$ cat src/hw/bcld_pkg.sv
// Constants, opcodes and register map of the literal and control decoder
package bcld_pkg;
   // ****************
   // Register map
   // ****************
   localparam logic [7:0]  ADR_CTRL    = 8'h00;
   localparam logic [7:0]  ADR_SFR     = 8'h04;
   localparam logic [7:0]  ADR_STATUS  = 8'h08;
   localparam logic [1:0]  CTRL_RST    = 2'h1;
   localparam int          CTRL_EN     = 0;
   localparam int          CTRL_PSA    = 1;
   localparam logic [7:0]  TIMER_ADR_RST = 8'h01;
   localparam logic [7:0]  PORT_ADR_RST  = 8'h02;
   // ****************
   // Flag positions
   // ****************
   localparam int          FLAG_C      = 0;
   localparam int          FLAG_DC     = 1;
   localparam int          FLAG_Z      = 2;
   localparam int          FLAG_OV     = 3;
   localparam int          FLAG_N      = 4;
   localparam logic [4:0]  MASK_ALL    = 5'h1f;
   localparam logic [4:0]  MASK_ZN     = 5'h14;
   localparam logic [4:0]  MASK_C      = 5'h01;
   // ****************
   // Encodings
   // ****************
   localparam logic [3:0]  HI_BCLR     = 4'h9;
   localparam logic [3:0]  HI_BSET     = 4'h8;
   localparam logic [3:0]  HI_BTOG     = 4'h7;
   localparam logic [3:0]  HI_TCLR     = 4'hb;
   localparam logic [3:0]  HI_TSET     = 4'ha;
   localparam logic [3:0]  HI_CTL      = 4'he;
   localparam logic [3:0]  HI_REL      = 4'hd;
   localparam logic [3:0]  HI_EXT      = 4'hf;
   localparam logic [3:0]  HI_LIT      = 4'h0;
   localparam logic [1:0]  CYC_NONE    = 2'h0;
   localparam logic [1:0]  CYC_ONE     = 2'h1;
   localparam logic [1:0]  CYC_TWO     = 2'h2;

   typedef enum logic [1:0] {
      ST_EXEC    = 2'b00,
      ST_OPERAND = 2'b01,
      ST_FILL    = 2'b10
   } bcld_state_type;

   typedef enum logic [5:0] {
      OP_NOP       = 6'b000000,
      OP_BIT_CLR   = 6'b000001,
      OP_BIT_SET   = 6'b000010,
      OP_BIT_TOG   = 6'b000011,
      OP_TEST_CLR  = 6'b000100,
      OP_TEST_SET  = 6'b000101,
      OP_BR_COND   = 6'b000110,
      OP_BR_ALWAYS = 6'b000111,
      OP_CALL_ABS  = 6'b001000,
      OP_CALL_REL  = 6'b001001,
      OP_JUMP_ABS  = 6'b001010,
      OP_STANDBY   = 6'b001011,
      OP_WDT_CLR   = 6'b001100,
      OP_SW_RESET  = 6'b001101,
      OP_PUSH      = 6'b001110,
      OP_POP       = 6'b001111,
      OP_IRQ_RET   = 6'b010000,
      OP_SUB_RET   = 6'b010001,
      OP_RET_LIT   = 6'b010010,
      OP_LIT_ADD   = 6'b010011,
      OP_LIT_SUB   = 6'b010100,
      OP_LIT_AND   = 6'b010101,
      OP_LIT_OR    = 6'b010110,
      OP_LIT_XOR   = 6'b010111,
      OP_LIT_LOAD  = 6'b011000,
      OP_LIT_MUL   = 6'b011001,
      OP_BANK_LOAD = 6'b011010,
      OP_PTR_LOAD  = 6'b011011,
      OP_TBL_READ  = 6'b011100,
      OP_TBL_WRITE = 6'b011101,
      OP_DEC_ADJ   = 6'b011110,
      OP_SECOND    = 6'b011111,
      OP_FILL      = 6'b100000,
      OP_OTHER     = 6'b111111
   } bcld_op_type;
endpackage : bcld_pkg

$ cat src/hw/bcld_decoder.sv
// Bit, control, literal and table instruction decoder with Wishbone registers
`timescale 1ns/10ps
`default_nettype none
// Functional notes
// - 1001 clear, 1000 set, 0111 toggle bit; port targets use pin values
// - Bit write to timer zero register clears assigned prescaler
// - 1011 skips next when selected file bit is zero, flags untouched
// - 1010 skips next when selected file bit is one, flags untouched
// - Skip costs one cycle, two when skipping, extra cycles are no-ops
// - A word led by 1111 executes alone as a no-operation
// - 1110 0ccc conditional branch, two cycles taken; 1101 0 always branches
// - 1110 110s two-word absolute call; 1101 1 relative call; two cycles
// - 1110 1111 two-word absolute jump, first word gives low 8 and second word upper 12 address bits, two cycles
// - 0x03 standby, 0x04 watchdog clear, 0xff software reset, one cycle
// - 0x05 pushes, 0x06 pops the return stack, one cycle each
// - 0x10/0x11 interrupt return, two cycles, low bit selects fast restore
// - 0x12/0x13 subroutine return; 0x0ckk literal return; two cycles
// - Literal add and subtract update all five arithmetic flags
// - Literal and, or, xor update only zero and negative
// - Literal load and multiply change no flags, one cycle
// - 0x010k loads four-bit literal into bank select low bits
// - 1110 1110 00ff loads 12-bit literal into selected pointer
// - 0x08 to 0x0b are table reads with pointer modes, two cycles
// - 0x0c to 0x0f are table writes with pointer modes, two cycles
// - All-zero word is no-op; 0x0007 decimal adjusts, carry only
// - Literal add sums working register and low byte into working register
module bcld_decoder (
   input  wire logic               clk_i,
   input  wire logic               rst_i,
   input  wire logic               wb_cyc_i,
   input  wire logic               wb_stb_i,
   input  wire logic               wb_we_i,
   input  wire logic [7:0]         wb_adr_i,
   input  wire logic [3:0]         wb_sel_i,
   input  wire logic [31:0]        wb_dat_i,
   output logic      [31:0]        wb_dat_o,
   output logic                    wb_ack_o,
   input  wire logic [15:0]        instr_i,
   input  wire logic               instr_valid_i,
   input  wire logic [7:0]         file_data_i,
   input  wire logic [7:0]         work_reg_i,
   input  wire logic [4:0]         flags_i,
   output bcld_pkg::bcld_op_type   op_o,
   output logic      [1:0]         cycles_o,
   output logic      [4:0]         flag_mask_o,
   output logic      [7:0]         file_addr_o,
   output logic                    access_bank_o,
   output logic      [2:0]         bit_sel_o,
   output logic      [7:0]         literal_o,
   output logic      [10:0]        offset_o,
   output logic      [19:0]        long_literal_o,
   output logic      [1:0]         sel_o,
   output logic      [7:0]         result_o,
   output logic      [15:0]        product_o,
   output logic      [4:0]         flags_o,
   output logic                    pc_load_o,
   output logic                    skip_o,
   output logic                    pins_read_o,
   output logic                    prescaler_clear_o
);
   import bcld_pkg::*;

   // ****************
   // Register file
   // ****************
   logic [1:0]     ctrl;
   logic [7:0]     timer_adr;
   logic [7:0]     port_adr;
   bcld_state_type state;
   logic           wb_req;

   assign wb_req = wb_cyc_i && wb_stb_i && !wb_ack_o;

   always_ff @(posedge clk_i) begin
      if (rst_i) begin
         wb_ack_o <= 1'b0;
      end else begin
         wb_ack_o <= wb_req;
      end
   end

   always_ff @(posedge clk_i) begin
      if (rst_i) begin
         ctrl      <= CTRL_RST;
         timer_adr <= TIMER_ADR_RST;
         port_adr  <= PORT_ADR_RST;
      end else if (wb_req && wb_we_i) begin
         if (wb_adr_i == ADR_CTRL) begin
            if (wb_sel_i[0]) begin
               ctrl <= wb_dat_i[1:0];
            end
         end else if (wb_adr_i == ADR_SFR) begin
            if (wb_sel_i[0]) begin
               timer_adr <= wb_dat_i[7:0];
            end
            if (wb_sel_i[1]) begin
               port_adr <= wb_dat_i[15:8];
            end
         end
      end
   end

   // Unmapped addresses still acknowledge and read as zero
   always_ff @(posedge clk_i) begin
      if (rst_i) begin
         wb_dat_o <= 32'h0;
      end else if (wb_req && !wb_we_i) begin
         if (wb_adr_i == ADR_CTRL) begin
            wb_dat_o <= {30'h0, ctrl};
         end else if (wb_adr_i == ADR_SFR) begin
            wb_dat_o <= {16'h0, port_adr, timer_adr};
         end else if (wb_adr_i == ADR_STATUS) begin
            wb_dat_o <= {22'h0, state, cycles_o, op_o};
         end else begin
            wb_dat_o <= 32'h0;
         end
      end
   end

   // ****************
   // Decode
   // ****************
   logic [3:0]  hi;
   logic [7:0]  lo;
   logic        go;
   logic        taken;
   logic        bit_val;
   bcld_op_type d_op;
   logic [1:0]  d_cyc;
   logic [4:0]  d_mask;
   logic        d_pc;
   logic        d_skip;
   logic        d_two;

   assign hi      = instr_i[15:12];
   assign lo      = instr_i[7:0];
   assign go      = instr_valid_i && state == ST_EXEC && ctrl[CTRL_EN];
   assign bit_val = file_data_i[instr_i[11:9]];

   always_comb begin
      case (instr_i[10:9])
         2'b00:   taken = flags_i[FLAG_Z];
         2'b01:   taken = flags_i[FLAG_C];
         2'b10:   taken = flags_i[FLAG_OV];
         default: taken = flags_i[FLAG_N];
      endcase
      taken = taken ^ instr_i[8];
   end

   always_comb begin
      d_op   = OP_OTHER;
      d_cyc  = CYC_ONE;
      d_mask = 5'h0;
      d_pc   = 1'b0;
      d_skip = 1'b0;
      d_two  = 1'b0;
      case (hi)
         HI_BCLR: d_op = OP_BIT_CLR;
         HI_BSET: d_op = OP_BIT_SET;
         HI_BTOG: d_op = OP_BIT_TOG;
         HI_TCLR: begin
            d_op   = OP_TEST_CLR;
            d_skip = !bit_val;
         end
         HI_TSET: begin
            d_op   = OP_TEST_SET;
            d_skip = bit_val;
         end
         HI_CTL: begin
            if (!instr_i[11]) begin
               d_op = OP_BR_COND;
               d_pc = taken;
            end else if (instr_i[11:9] == 3'b110) begin
               d_op  = OP_CALL_ABS;
               d_two = 1'b1;
            end else if (instr_i[11:8] == 4'hf) begin
               d_op  = OP_JUMP_ABS;
               d_two = 1'b1;
            end else if (instr_i[11:6] == 6'h38) begin
               d_op  = OP_PTR_LOAD;
               d_two = 1'b1;
            end
         end
         HI_REL: begin
            d_op = instr_i[11] ? OP_CALL_REL : OP_BR_ALWAYS;
            d_pc = 1'b1;
         end
         HI_EXT: d_op = OP_NOP;
         HI_LIT: begin
            if (instr_i[11:8] == 4'h0) begin
               case (lo)
                  8'h00: d_op = OP_NOP;
                  8'h03: d_op = OP_STANDBY;
                  8'h04: d_op = OP_WDT_CLR;
                  8'hff: d_op = OP_SW_RESET;
                  8'h05: d_op = OP_PUSH;
                  8'h06: d_op = OP_POP;
                  8'h07: begin
                     d_op   = OP_DEC_ADJ;
                     d_mask = MASK_C;
                  end
                  8'h08, 8'h09, 8'h0a, 8'h0b: begin
                     d_op  = OP_TBL_READ;
                     d_cyc = CYC_TWO;
                  end
                  8'h0c, 8'h0d, 8'h0e, 8'h0f: begin
                     d_op  = OP_TBL_WRITE;
                     d_cyc = CYC_TWO;
                  end
                  8'h10, 8'h11: begin
                     d_op = OP_IRQ_RET;
                     d_pc = 1'b1;
                  end
                  8'h12, 8'h13: begin
                     d_op = OP_SUB_RET;
                     d_pc = 1'b1;
                  end
                  default: d_op = OP_OTHER;
               endcase
            end else if (instr_i[11:8] == 4'h1) begin
               if (instr_i[7:4] == 4'h0) begin
                  d_op = OP_BANK_LOAD;
               end
            end else if (instr_i[11:8] == 4'hc) begin
               d_op = OP_RET_LIT;
               d_pc = 1'b1;
            end else if (instr_i[11:8] == 4'hf) begin
               d_op   = OP_LIT_ADD;
               d_mask = MASK_ALL;
            end else if (instr_i[11:8] == 4'h8) begin
               d_op   = OP_LIT_SUB;
               d_mask = MASK_ALL;
            end else if (instr_i[11:8] == 4'hb) begin
               d_op   = OP_LIT_AND;
               d_mask = MASK_ZN;
            end else if (instr_i[11:8] == 4'h9) begin
               d_op   = OP_LIT_OR;
               d_mask = MASK_ZN;
            end else if (instr_i[11:8] == 4'ha) begin
               d_op   = OP_LIT_XOR;
               d_mask = MASK_ZN;
            end else if (instr_i[11:8] == 4'he) begin
               d_op = OP_LIT_LOAD;
            end else if (instr_i[11:8] == 4'hd) begin
               d_op = OP_LIT_MUL;
            end
         end
         default: d_op = OP_OTHER;
      endcase
      // Changing the program counter or skipping costs one no-op cycle
      if (d_pc || d_skip || d_two) begin
         d_cyc = CYC_TWO;
      end
   end

   // ****************
   // Literal and bit data path
   // ****************
   logic [8:0] sum;
   logic [4:0] nib;
   logic [7:0] res;
   logic [4:0] flg;
   logic [8:0] adj;

   always_comb begin
      sum = 9'h0;
      nib = 5'h0;
      adj = {1'b0, work_reg_i};
      res = work_reg_i;
      flg = flags_i;
      case (d_op)
         OP_LIT_ADD: begin
            sum = {1'b0, work_reg_i} + {1'b0, lo};
            nib = {1'b0, work_reg_i[3:0]} + {1'b0, lo[3:0]};
            res = sum[7:0];
            flg[FLAG_OV] = (work_reg_i[7] == lo[7]) && (res[7] != lo[7]);
         end
         OP_LIT_SUB: begin
            // Carry set means no borrow
            sum = {1'b0, lo} + {1'b0, ~work_reg_i} + 9'h1;
            nib = {1'b0, lo[3:0]} + {1'b0, ~work_reg_i[3:0]} + 5'h1;
            res = sum[7:0];
            flg[FLAG_OV] = (lo[7] != work_reg_i[7]) && (res[7] != lo[7]);
         end
         OP_LIT_AND:   res = work_reg_i & lo;
         OP_LIT_OR:    res = work_reg_i | lo;
         OP_LIT_XOR:   res = work_reg_i ^ lo;
         OP_LIT_LOAD,
         OP_RET_LIT:   res = lo;
         OP_BIT_CLR:   res = file_data_i & ~(8'h01 << instr_i[11:9]);
         OP_BIT_SET:   res = file_data_i | (8'h01 << instr_i[11:9]);
         OP_BIT_TOG:   res = file_data_i ^ (8'h01 << instr_i[11:9]);
         OP_DEC_ADJ: begin
            if (work_reg_i[3:0] > 4'h9 || flags_i[FLAG_DC]) begin
               adj = adj + 9'h006;
            end
            if (adj[7:4] > 4'h9 || flags_i[FLAG_C] || adj[8]) begin
               adj = adj + 9'h060;
            end
            res = adj[7:0];
            flg[FLAG_C] = adj[8] || flags_i[FLAG_C];
         end
         default: res = work_reg_i;
      endcase
      if (d_op == OP_LIT_ADD || d_op == OP_LIT_SUB) begin
         flg[FLAG_C]  = sum[8];
         flg[FLAG_DC] = nib[4];
      end
      flg[FLAG_Z] = (d_mask[FLAG_Z]) ? (res == 8'h0) : flags_i[FLAG_Z];
      flg[FLAG_N] = (d_mask[FLAG_N]) ? res[7] : flags_i[FLAG_N];
   end

   // ****************
   // Sequencing
   // ****************
   logic       w1_ptr;
   logic [7:0] w1_lo;
   logic       sfr_hit;

   assign sfr_hit = (d_op == OP_BIT_CLR || d_op == OP_BIT_SET || d_op == OP_BIT_TOG)
                    && !instr_i[8];

   always_ff @(posedge clk_i) begin
      if (rst_i) begin
         state  <= ST_EXEC;
         w1_ptr <= 1'b0;
         w1_lo  <= 8'h0;
      end else if (instr_valid_i) begin
         case (state)
            ST_EXEC: begin
               if (go && d_two) begin
                  state  <= ST_OPERAND;
                  w1_ptr <= (d_op == OP_PTR_LOAD);
                  w1_lo  <= lo;
               end else if (go && (d_pc || d_skip)) begin
                  state <= ST_FILL;
               end
            end
            ST_OPERAND: state <= w1_ptr ? ST_EXEC : ST_FILL;
            default:    state <= ST_EXEC;
         endcase
      end
   end

   always_ff @(posedge clk_i) begin
      if (rst_i) begin
         op_o              <= OP_NOP;
         cycles_o          <= CYC_NONE;
         flag_mask_o       <= 5'h0;
         file_addr_o       <= 8'h0;
         access_bank_o     <= 1'b0;
         bit_sel_o         <= 3'h0;
         literal_o         <= 8'h0;
         offset_o          <= 11'h0;
         long_literal_o    <= 20'h0;
         sel_o             <= 2'h0;
         result_o          <= 8'h0;
         product_o         <= 16'h0;
         flags_o           <= 5'h0;
         pc_load_o         <= 1'b0;
         skip_o            <= 1'b0;
         pins_read_o       <= 1'b0;
         prescaler_clear_o <= 1'b0;
      end else begin
         pc_load_o         <= 1'b0;
         skip_o            <= 1'b0;
         pins_read_o       <= 1'b0;
         prescaler_clear_o <= 1'b0;
         if (instr_valid_i && state == ST_FILL) begin
            op_o     <= OP_FILL;
            cycles_o <= CYC_NONE;
         end else if (instr_valid_i && state == ST_OPERAND) begin
            op_o     <= OP_SECOND;
            cycles_o <= CYC_NONE;
            pc_load_o <= !w1_ptr;
            // Pointer load takes 4 bits from word one, jumps take 8
            long_literal_o <= w1_ptr ? {8'h0, w1_lo[3:0], lo}
                                     : {instr_i[11:0], w1_lo};
            sel_o <= w1_ptr ? w1_lo[5:4] : sel_o;
         end else if (instr_valid_i && !ctrl[CTRL_EN]) begin
            op_o     <= OP_NOP;
            cycles_o <= CYC_ONE;
         end else if (go) begin
            op_o          <= d_op;
            cycles_o      <= d_cyc;
            flag_mask_o   <= d_mask;
            file_addr_o   <= lo;
            access_bank_o <= !instr_i[8];
            bit_sel_o     <= instr_i[11:9];
            literal_o     <= lo;
            // Relative offsets stay signed; the core sign extends them
            offset_o      <= (hi == HI_REL) ? instr_i[10:0]
                                            : {{3{lo[7]}}, lo};
            // The absolute call keeps its save-select bit in bit 8, not bit 0
            sel_o         <= (d_op == OP_CALL_ABS) ? {1'b0, instr_i[8]} : instr_i[1:0];
            result_o      <= res;
            product_o     <= work_reg_i * lo;
            flags_o       <= flg;
            pc_load_o     <= d_pc;
            skip_o        <= d_skip;
            pins_read_o   <= sfr_hit && lo == port_adr;
            prescaler_clear_o <= sfr_hit && lo == timer_adr
                                 && ctrl[CTRL_PSA];
         end
      end
   end
endmodule : bcld_decoder
`default_nettype wire

$ cat config.mk
export PLATFORM = sky130hd
export DESIGN_NAME = bcld_decoder
export DESIGN_NICKNAME = d
export VERILOG_FILES = /design/src/hw/bcld_pkg.sv /design/src/hw/bcld_decoder.sv
export SDC_FILE = /design/constraint.sdc
export NUM_CORES = 1
export LEC_CHECK = 0
export ABC_AREA = 0
export BUFFER_PORTS_ARGS = -buffer_cell sky130_fd_sc_hd__buf_4
export CORE_AREA = 3 3 175 177
export CTS_CLUSTER_SIZE = 30
export DETAILED_ROUTE_END_ITERATION = 10
export DIE_AREA = 0 0 178 180
export HOLD_SLACK_MARGIN = 0.12
export PLACE_DENSITY = 0.54
export REMOVE_ABC_BUFFERS = 1
export SLEW_MARGIN = 5
export SYNTH_ARGS = -nofsm -noshare
export SYNTH_HDL_FRONTEND = slang
export SYNTH_SLANG_ARGS = --single-unit
$ cat constraint.sdc
create_clock -name clk_i -period 5.3 [get_ports clk_i]
set_clock_uncertainty 0.05 [all_clocks]
set_input_delay 0.53 -clock clk_i [delete_from_list [all_inputs] [get_ports clk_i]]
set_output_delay 0.53 -clock clk_i [all_outputs]
set_load 0.02 [all_outputs]
==> out/metrics.csv, run 1 <==
stage,metric,value,unit
sta,slew_headroom,19.68,%
final_layout,drive_above_1_share,20.51,%
power_and_ir_drop,p_switching,1344,uW
clock_network,cts_setup_buffers,0,
clock_network,cts_root_buf,clkbuf_16,
sta,slew_violations,0,
final_layout,design_area,12540,um2
clock_network,clk_pin_slew,0.07,ns
clock_network,worstSkewPairLatency,0.43,ns
clock_network,holdBufCountCts,0,
routing,routed-via-count,9934,
critical_path,cp_max_fo,18,
clock_network,clock-sinks,127,
sta,worstMarginPinSlew,1.200,ns
final_layout,instances_no_fill,1867,
routing,routed_wl,37110,um
critical_path,start_kind,input port,
critical_path,crit_required,5.59,ns
sta,setup_ws,0.5222,ns
power_and_ir_drop,p_int,2246,uW
sta,finalHoldViolCount,0,
placement,gp_congestion,0.9579,
critical_path,crit_slowest_cell,fa_1,
hold_path,worstHoldPathType,in -> reg,
grt,antenna_found_initial,0,
routing,ant_nets,0,
critical_path,cp_top_family,adder cells,
grt,grt_util_all_layers,22.87,%
sta,period_needed,4.778,ns
synth,synth_edf_count,0,
synth,yosysWarnings,0,
routing,firstDrtPassIters,5,
power_and_ir_drop,swShare,37.44,%
synth,avgSynthCellArea,7.820,um2
final_layout,fillers,3079,
clock_network,cts_buffers,17,
floorplan,die_y,180,um
critical_path,crit_buf_inv,4,
floorplan,die_width,178,um
synth,synth_top_flop_cell,dfxtp_1,
clock_network,cts_resized,0,
clock_network,cts_buffer_depth,2,
final_layout,nets,1667,
power_and_ir_drop,irDropWorstVdd,204.3,uV
placement,portBuffers,184,
synth,synth.yosys.seq_area_share,24.90,%
run,max-cap-violations,0,
floorplan,pin_count,219,
placement,placed_cells,1835,
final_layout,syn_to_final_growth,22.81,%
final_layout,diodes,0,
grt,grt_pass1_vias,9525,
power_and_ir_drop,seqPwrFrac,29.5,%
routing,drtIter0Drc,747,
sta,fmax,209.3,MHz
power_and_ir_drop,powerDensity,286.3,nW/um2
sta,rsz0062_at_grt,false,
grt,grt_pass1_wl,57140,um
critical_path,critPathCaptureType,flop,
routing,drc_errors,0,
synth,ys_seq_elements,127,
synth,synthCells,1306,
power_and_ir_drop,power_frac_clock,34.4,%
routing,wl_per_cell,19.88,um
critical_path,crit_chain,buf_4 -> buf_12 -> ha_1 -> fa_1 -> ha_1 -> inv_1 -> fa_1 -> fa_1 -> inv_1 -> ha_1 -> o21ai_0 -> a21boi_0 -> o21ai_0 -> a21boi_0 -> o21ai_0 -> a21oi_1 -> o31ai_1 -> xnor2_1 -> a211oi_1,
critical_path,criticalPathCategory,in -> reg,
synth,synthDistinctLibCells,83,
critical_path,crit_arrival,5.07,ns
synth,ys_async_sr_fraction,0,%
placement,dpl-instance-area,11960,um2
clock_network,htree_num_levels,4,
floorplan,core,29400,um2
placement,dp_hpwl,27550,um
grt,grt_max_degree,69,
routing,viasPerCell,5.321,
clock_network,cts_tree,yes,
run_status,status,finished clean,
placement,post-place-ws,0.06567,ns
sta,setup_viol,0,
floorplan,die_area,32040,um2
floorplan,start_util,34.73,%
floorplan,row_count,63,
sta,fin_worst_hold_slack,0.2775,ns
critical_path,critPathMaxStageDelay,0.55,ns
synth,netlist_area,10210,um2
grt,overflow,0,
power_and_ir_drop,combPwrFrac,36.1,%
sta,finalCritPeriodShare,90.15,%
power_and_ir_drop,p_leak,0.005418,uW
[synth_stat cells (9+ instances only)]
cell	n	area share, %
nor2_1	149	5.5
o21ai_0	31	1.5
nand2b_1	9	0.55
fa_1	38	7.4
ha_1	78	9.6
nand4_1	11	0.67
xnor2_1	30	2.6
nand2_1	175	6.4
inv_1	94	3.5
buf_4	37	2.7
clkbuf_1	54	2.0
or3_1	17	1.0
a22oi_1	10	0.74
a211oi_1	26	1.9
nand3_1	26	1.3
xor2_1	10	0.86
nor4_1	16	0.98
nor3_1	31	1.5
a221oi_1	20	1.7
dfxtp_1	127	25
mux2i_1	20	2.0
a21oi_1	108	5.3
buf_2	11	0.54
[layer usage]
layer  vias to the layer above  GRT usage [%]  wire [um]
li1                       4809              -          -
met1                      4763          31.72      16890
met2                       316          37.06      17310
met3                        46          2.788       2033
met4                         0          6.880        875
met5                         -              0          0
[per-stage QoR]
stage	power (uW)	TNS, ns	utilization [%]
6_report	3590	0	42.66
5_1_grt	3818	0	42.66
3_5_place_dp	2378	0	40.67
3_3_place_gp	2375	0	40.67
4_1_cts	3628	0	42.66
2_1_floorplan	1865	-4.533	-
[cells in the final DEF (no fill, tap or decap), drive strengths merged, types with 27 or more instances in the layout]
cell type	n
ha	78
xnor2	30
nand3	27
a21oi	108
nor3	34
nor2	150
nand2	176
inv	102
buf	237
fa	38
o21ai	31
dfxtp	127
[sequential cells by signal (all words and copies together) (netlist names), 3 cells and up]
name            cells
result_o            8
wb_dat_o           16
flag_mask_o         3
op_o                6
flags_o             5
bit_sel_o           3
literal_o           7
product_o          16
timer_adr           8
port_adr            8
offset_o            4
w1_lo               8
long_literal_o     20
[cell type report]
type / count / area (um2) / area share [%]
inverter: 100 / 375.4 / 2.993
clock buffer: 18 / 439.2 / 3.502
sequential: 127 / 2542 / 20.27
clock inverter: 14 / 146.4 / 1.167
tap: 390 / 488.0 / 3.891
multi-input combinational: 981 / 6759 / 53.89
timing repair buffer: 237 / 1792 / 14.29
[worst reg2reg max path, stage by stage, from the launching register on]
cell,delay (ns)
dfxtp_1,0.40
nor2b_1,0.27
nand3b_1,0.14
nor2_1,0.69
and3_1,0.28
nand3_1,0.22
nor3_1,0.25
[final timing paths]
| path | cells past startpoint | slack, ns | to | startpoint |
|---|---|---|---|---|
| worst max-delay path | 19 | 0.52 | product_o[15] | instr_i[3] |
| worst min-delay path | 3 | 0.28 | timer_adr[0] | wb_dat_i[0] |
| worst max register to register | 6 | 2.93 | pins_read_o | state[0] |
| worst min register to register | 2 | 0.40 | wb_dat_o[11] | wb_dat_o[11] |
[logic make-up after synthesis]
| kind of cell | Yosys count | synth area share (%) |
|---|---|---|
| muxes | 24 | 2.732 |
| other | 1 | 0.03672 |
| and+or+nand+nor | 500 | 23.45 |
| xor gates and xnor gates | 40 | 3.430 |
| adders and majority gates | 116 | 17.01 |
| AOI/OAI and AO/OA | 285 | 18.86 |
| DFF | 127 | 24.90 |
| buffers and inverters | 213 | 9.593 |
[power by group through the flow]
stage / registers, uW / clock network [uW] / logic (uW)
after CTS: 1060 / 1260 / 1310
after global placement: 1080 / 0 / 1300
after floorplan: 1160 / 0 / 709
final: 1060 / 1240 / 1300
after detailed placement: 1080 / 0 / 1300
after global routing: 1070 / 1290 / 1460
Note: power is estimated with default switching activity, not from simulation.
==> run 2: changes to the inputs <==
--- a/config.mk
+++ b/config.mk
@@ -5,12 +5,12 @@
 export SDC_FILE = /design/constraint.sdc
 export NUM_CORES = 1
 export LEC_CHECK = 0
-export ABC_AREA = 0
+export ABC_AREA = 1
 export BUFFER_PORTS_ARGS = -buffer_cell sky130_fd_sc_hd__buf_4
-export CORE_AREA = 3 3 175 177
+export CORE_AREA = 3 3 176 178
 export CTS_CLUSTER_SIZE = 30
 export DETAILED_ROUTE_END_ITERATION = 10
-export DIE_AREA = 0 0 178 180
+export DIE_AREA = 0 0 179 181
 export HOLD_SLACK_MARGIN = 0.12
 export PLACE_DENSITY = 0.54
 export REMOVE_ABC_BUFFERS = 1
==> run 2 against run 1 <==
Compared with the run above:
- power fell by 6.1%
- synthesized cell count grew 14%
- clock-buffer cell count shrank 1
- area after synthesis grew 0.39%
- critical endpoint unchanged
- combinational power shrank 12%
- highest routed layer unchanged
- die area grew 1.1%
- critical path depth is 5 higher
- largest cell class unchanged
- global-route usage down 2.2 points
==> out/metrics.csv, run 2 <==
stage,metric,value,unit
run_status,status,finished clean,
synth,synth_fa_ha_area_share,16.94,%
floorplan,pin_count,219,
floorplan,die_area,32400,um2
synth,synth_most_common_cell,nand2_1,
routing,drtIter0Drc,724,
final_layout,drive_above_1_share,16.88,%
final_layout,reg_top3,"long_literal_o (20), product_o (16), wb_dat_o (16)",
routing,drc_errors,0,
routing,routed_wl,33740,um
clock_network,clk_pin_slew,0.07,ns
sta,slew_headroom,23.47,%
floorplan,start_util,34.68,%
clock_network,holdBufCountCts,0,
sta,setup_viol,0,
sta,fmax,216.0,MHz
grt,grt_pass1_vias,9308,
placement,gp_congestion,0.8849,
grt,grt_util_all_layers,20.63,%
critical_path,start_kind,input port,
critical_path,critPathCaptureType,flop,
sta,finalCritPeriodShare,87.34,%
clock_network,cts_tree,yes,
critical_path,crit_required,5.57,ns
synth,synth_top_flop_cell,dfxtp_1,
synth,yosysTopAreaCell,dfxtp_1,
grt,grt_max_degree,86,
sta,finalHoldViolCount,0,
synth,netlist_area,10250,um2
grt,antenna_found_initial,0,
synth,synthCells,1494,
synth,synth_top_area_share,24.80,%
clock_network,cts_resized,0,
routing,firstDrtPassIters,5,
synth,synth_edf_count,0,
critical_path,crit_arrival,4.90,ns
final_layout,utilization,41.69,%
hold_path,worstHoldPathType,in -> reg,
critical_path,crit_buf_inv,6,
grt,grt_pass1_wl,52170,um
final_layout,seqCellArea,2542,um2
clock_network,cts_setup_buffers,0,
run,max-cap-violations,0,
placement,dpl-instance-area,11750,um2
synth,synth.yosys.seq_area_share,24.80,%
floorplan,core,29560,um2
critical_path,cp_common_cell,inv_1,
clock_network,cts_buffers,17,
final_layout,top_register,long_literal_o,
routing,routed-via-count,10054,
placement,dp_hpwl,25470,um
critical_path,criticalPathCategory,in -> reg,
synth,synth_area_leaders,"dfxtp_1 25%, nand2_1 11%, ha_1 9.5%, inv_1 8.5%, fa_1 7.4%",
power_and_ir_drop,powerDensity,273.6,nW/um2
final_layout,layout_commonest_cell,nand2_1,
synth,yosysWarnings,0,
power_and_ir_drop,p_leak,0.006110,uW
clock_network,clock-sinks,127,
synth,synthDistinctLibCells,48,
placement,portBuffers,184,
synth,synth_common_cells,"302 x nand2_1, 232 x inv_1, 148 x nor2_1, 127 x dfxtp_1, 90 x a21oi_1",
synth,muxShareOfSynthArea,0,%
routing,wl_per_cell,16.61,um
critical_path,crit_chain,buf_4 -> nand2_1 -> inv_1 -> fa_1 -> fa_1 -> inv_1 -> fa_1 -> fa_1 -> inv_1 -> ha_1 -> nand2_1 -> o21ai_0 -> a21oi_1 -> inv_1 -> a21oi_1 -> o21ai_0 -> nand3_1 -> nand2_1 -> a21oi_1 -> nor2_1 -> nor2_1 -> xor2_1 -> o21ai_0 -> inv_1,
critical_path,cp_max_fo,12,
floorplan,die_y,181,um
final_layout,diodes,0,
grt,overflow,0,
synth,synth_xor_area_share,3.332,%
synth,yosys.area_share.simple,25.14,%
sta,fin_worst_hold_slack,0.2793,ns
final_layout,fillers,3130,
synth,avgSynthCellArea,6.862,um2
final_layout,largest_reg_flops,20,
critical_path,crit_slowest_cell,fa_1,
clock_network,worstSkewPairLatency,0.44,ns
synth,ys_seq_elements,127,
clock_network,cts_buffer_depth,2,
sta,finalSetupTns,0,ns
routing,viasPerCell,4.950,
floorplan,row_count,63,
final_layout,nets,1831,
sta,rsz0062_at_grt,false,
critical_path,cp_top_family,adder cells,
sta,slew_violations,0,
clock_network,htree_num_levels,4,
power_and_ir_drop,irDropWorstVdd,180.9,uV
sta,period_needed,4.629,ns
synth,synth_top_family_by_area,simple AND/OR/NAND/NOR gates,
final_layout,multi_input_area,6307,um2
floorplan,die_width,179,um
synth,synth_compound_area_share,15.47,%
routing,ant_nets,0,
sta,worstMarginPinSlew,1.147,ns
synth,ys_async_sr_fraction,0,%
final_layout,syn_to_final_growth,20.21,%
final_layout,layout_common_cells,"302 x nand2_1, 232 x inv_1, 200 x buf_4",
critical_path,critPathMaxStageDelay,0.54,ns
final_layout,design_area,12320,um2
clock_network,cts_root_buf,clkbuf_16,
[run 2: cell count changes in the layout (fill, tap and decap cells not counted), sizes merged, moves of 17 or more]
cell,delta
xor2,+17
nand3,+43
o21ai,+59
buf,-37
mux2i,-20
xnor2,-18
or3,-20
nand2,+137
a221oi,-20
inv,+147
[run 2: where the power goes]
part	switching, uW	total (uW)	internal [uW]	leakage, uW
clock network	557	1180	624	0.000277
logic	701	1140	440	0.00480
registers	37.7	1050	1010	0.00104
total	1300	3370	2080	0.00611
[run 2: routing by layer]
layer / track usage (%) / part of all wire (%)
met1: 29.72 / 48
met2: 32.52 / 45
met3: 3.090 / 6.3
met4: 4.582 / 0.90
met5: 0 / 0
[run 2: cells by family (layout without fill, tap and decap cells)]
group,Yosys count,in the layout
AOI/OAI and AO/OA,274,274
xor gates and xnor gates,39,39
adders and majority gates,116,116
buffers and inverters,342,474
DFF,127,127
other,1,16
and+or+nand+nor,595,595
[run 2: area by class of cell]
| class | instances | area share (%) |
|---|---|---|
| multi-input cells | 1040 | 51.18 |
| flip-flops and latches | 127 | 20.63 |
| repair buffers | 200 | 12.18 |
| inverters | 242 | 7.401 |
| well taps | 390 | 3.959 |
| clock buffers | 17 | 3.452 |
| clock inverters | 15 | 1.198 |
[run 2: tightest hold or removal path, delay by kind of cell]
| kind | cells | cell delay (ns) |
|---|---|---|
| compound gates | 1 | 0.07 |
| buf+inv | 1 | 0.08 |
| simple gates | 1 | 0.04 |
[run 2: path summary, 6_finish.rpt]
| path | from | to | slack, ns | cells after the start |
|---|---|---|---|---|
| hold reg to reg | wb_dat_o[3] | wb_dat_o[3] | 0.42 | 2 |
| setup reg to reg | state[0] | long_literal_o[6] | 2.98 | 8 |
| setup / recovery | work_reg_i[1] | product_o[15] | 0.67 | 24 |
| hold / removal | wb_dat_i[9] | port_adr[1] | 0.28 | 3 |
[run 2: metrics by stage]
step / std cells / power, uW / setup WS [ns]
finish: 2031 / 3372 / 0.6712
detailed placement: 1999 / 2217 / 0.2085
global route: 2031 / 3611 / 0.2763
global placement: 1999 / 2211 / 0.2224
CTS: 2031 / 3406 / 0.6638
floorplan: 1409 / 1833 / -2.311
==> run 3: changes to the inputs <==
--- a/config.mk
+++ b/config.mk
@@ -6,7 +6,7 @@
 export NUM_CORES = 1
 export LEC_CHECK = 0
 export ABC_AREA = 1
-export BUFFER_PORTS_ARGS = -buffer_cell sky130_fd_sc_hd__buf_4
+export BUFFER_PORTS_ARGS = -buffer_cell sky130_fd_sc_hd__buf_2
 export CORE_AREA = 3 3 176 178
 export CTS_CLUSTER_SIZE = 30
 export DETAILED_ROUTE_END_ITERATION = 10
==> constraint.sdc (replaced) <==
create_clock -name clk_i -period 5.2 [get_ports clk_i]
set_clock_uncertainty 0.05 [all_clocks]
set_input_delay 0.52 -clock clk_i [delete_from_list [all_inputs] [get_ports clk_i]]
set_output_delay 0.52 -clock clk_i [all_outputs]
set_load 0.02 [all_outputs]
==> run 3 against run 2 <==
Compared with the run above:
- routed wire length hardly changed
- largest cell class unchanged
- worst setup slack worse by 0.13 ns
- critical endpoint unchanged
- power is 3.3% higher
- global-route usage hardly changed
==> out/metrics.csv, run 3 (synthesized netlist as in run 2, its figures left out) <==
stage,metric,value,unit
critical_path,crit_arrival,4.93,ns
placement,dp_hpwl,25780,um
power_and_ir_drop,p_leak,0.006108,uW
critical_path,crit_chain,buf_2 -> nand2_1 -> inv_1 -> fa_1 -> fa_1 -> inv_1 -> fa_1 -> fa_1 -> inv_1 -> ha_1 -> a21oi_1 -> o21ai_0 -> a21oi_1 -> inv_1 -> a21oi_1 -> o21ai_0 -> nand3_1 -> nand2_1 -> a21oi_1 -> nor2_1 -> nor2_1 -> xor2_1 -> o21ai_0 -> inv_1,
clock_network,clock-sinks,127,
critical_path,crit_required,5.48,ns
clock_network,cts_resized,0,
power_and_ir_drop,powerDensity,290.3,nW/um2
floorplan,die_width,179,um
sta,setup_viol,0,
critical_path,start_kind,input port,
routing,firstDrtPassIters,5,
sta,slew_headroom,34.41,%
power_and_ir_drop,power_frac_clock,37.0,%
clock_network,cts_tree,yes,
final_layout,nets,1842,
routing,ant_nets,0,
routing,viasPerCell,4.902,
critical_path,crit_slowest_cell,fa_1,
final_layout,reg_top3,"long_literal_o (20), product_o (16), wb_dat_o (16)",
floorplan,core,29560,um2
critical_path,reg2reg_from,state[0],
routing,routed-via-count,10014,
sta,finalHoldViolCount,0,
critical_path,critPathCaptureType,flop,
grt,grt_pass1_wl,52400,um
clock_network,cts_buffers,17,
floorplan,die_y,181,um
final_layout,layout_common_cells,"302 x nand2_1, 232 x inv_1, 184 x buf_2",
clock_network,cts_root_buf,clkbuf_16,
grt,overflow,0,
hold_path,worstHoldPathType,in -> reg,
final_layout,utilization,40.59,%
clock_network,holdBufCountCts,0,
hold_path,min_from,wb_dat_i[9],
final_layout,drive_above_1_share,17.49,%
placement,dpl-instance-area,11380,um2
power_and_ir_drop,p_int,2171,uW
final_layout,design_area,12000,um2
routing,routed_wl,33750,um
sta,worstMarginPinSlew,0.9827,ns
sta,fmax,214.8,MHz
critical_path,cp_max_fo,6,
critical_path,r2r_slack,2.23,ns
final_layout,largest_reg_flops,20,
routing,drc_errors,0,
final_layout,syn_to_final_growth,17.03,%
sta,finalCritPeriodShare,89.54,%
critical_path,crit_end,product_o[15],
floorplan,die_area,32400,um2
critical_path,crit_start,instr_i[4],
placement,portBuffers,184,
floorplan,pin_count,219,
power_and_ir_drop,seqPwrFrac,30.7,%
grt,grt_pass1_vias,9603,
critical_path,crit_buf_inv,6,
power_and_ir_drop,irDropWorstVdd,219.2,uV
clock_network,clk_pin_slew,0.07,ns
critical_path,criticalPathCategory,in -> reg,
critical_path,reg2regPathDepth,6,
sta,slew_violations,0,
critical_path,critPathMaxStageDelay,0.55,ns
critical_path,r2r-end,long_literal_o[7],
floorplan,row_count,63,
sta,rsz0062_at_grt,false,
run,max-cap-violations,0,
clock_network,cts_buffer_depth,2,
grt,grt_util_all_layers,20.64,%
final_layout,layout_commonest_cell,nand2_1,
grt,antenna_found_initial,1,
routing,drtIter0Drc,633,
power_and_ir_drop,combPwrFrac,32.3,%
power_and_ir_drop,swShare,37.67,%
grt,grt_max_degree,86,
placement,gp_congestion,0.9049,
clock_network,htree_num_levels,4,
clock_network,cts_setup_buffers,0,
final_layout,top_register,long_literal_o,
critical_path,cp_top_family,adder cells,
sta,finalSetupTns,0,ns
clock_network,worstSkewPairLatency,0.43,ns
floorplan,start_util,34.68,%
critical_path,cp_common_cell,inv_1,
power_and_ir_drop,p_switching,1312,uW
sta,period_needed,4.656,ns
run_status,status,finished clean,
critical_path,cp_num_cells,24,
routing,wl_per_cell,16.52,um
run 3: power by group through the flow:
| stage | clock, uW | combinational (uW) | sequential, uW |
|---|---|---|---|
| floorplan | 0 | 697 | 1170 |
| global placement | 0 | 1120 | 1090 |
| detailed placement | 0 | 1130 | 1090 |
| CTS | 1320 | 1140 | 1070 |
| global route | 1360 | 1280 | 1080 |
| finish | 1290 | 1130 | 1070 |
run 3: metrics by stage:
stage	hold slack [ns]	instances	total power, uW	setup slack, ns
global placement	0.4024	2010	2205	0.1321
floorplan	0.3944	1409	1868	-2.401
detailed placement	0.4043	2010	2220	0.09766
CTS	0.2565	2042	3524	0.5565
finish	0.2745	2043	3483	0.5441
global route	0.2968	2043	3715	0.1868
run 3: routing by layer:
| metal | wire, um | vias up | global-route usage (%) |
|---|---|---|---|
| met5 | 0 | - | 0 |
| met4 | 528 | 0 | 5.549 |
| met3 | 1974 | 31 | 2.753 |
| met2 | 14920 | 309 | 32.51 |
| met1 | 16330 | 4645 | 29.54 |
| li1 | - | 5029 | - |
run 3: worst min-delay path, cell delays in order:
cell      delay [ns]
buf_2           0.09
nand2_1         0.05
o211ai_1        0.07
run 3: worst min-delay path by stage:
stage / endpoint / slack, ns / cells after the start
2_1_floorplan: long_literal_o[6] / 0.39 / 2
3_3_place_gp: long_literal_o[15] / 0.40 / 2
3_5_place_dp: wb_dat_o[8] / 0.40 / 2
4_1_cts: port_adr[1] / 0.26 / 3
5_1_grt: port_adr[1] / 0.30 / 3
6_report: port_adr[1] / 0.27 / 3
run 3: layout make-up:
type	instances	area [um2]
fill	3234	17560
clock inverter	15	193.9
antenna	1	2.502
multi-input combinational	1040	6310
inverter	242	912.1
sequential	127	2542
timing repair buffer	211	1124
tap	390	488.0
clock buffer	17	425.4
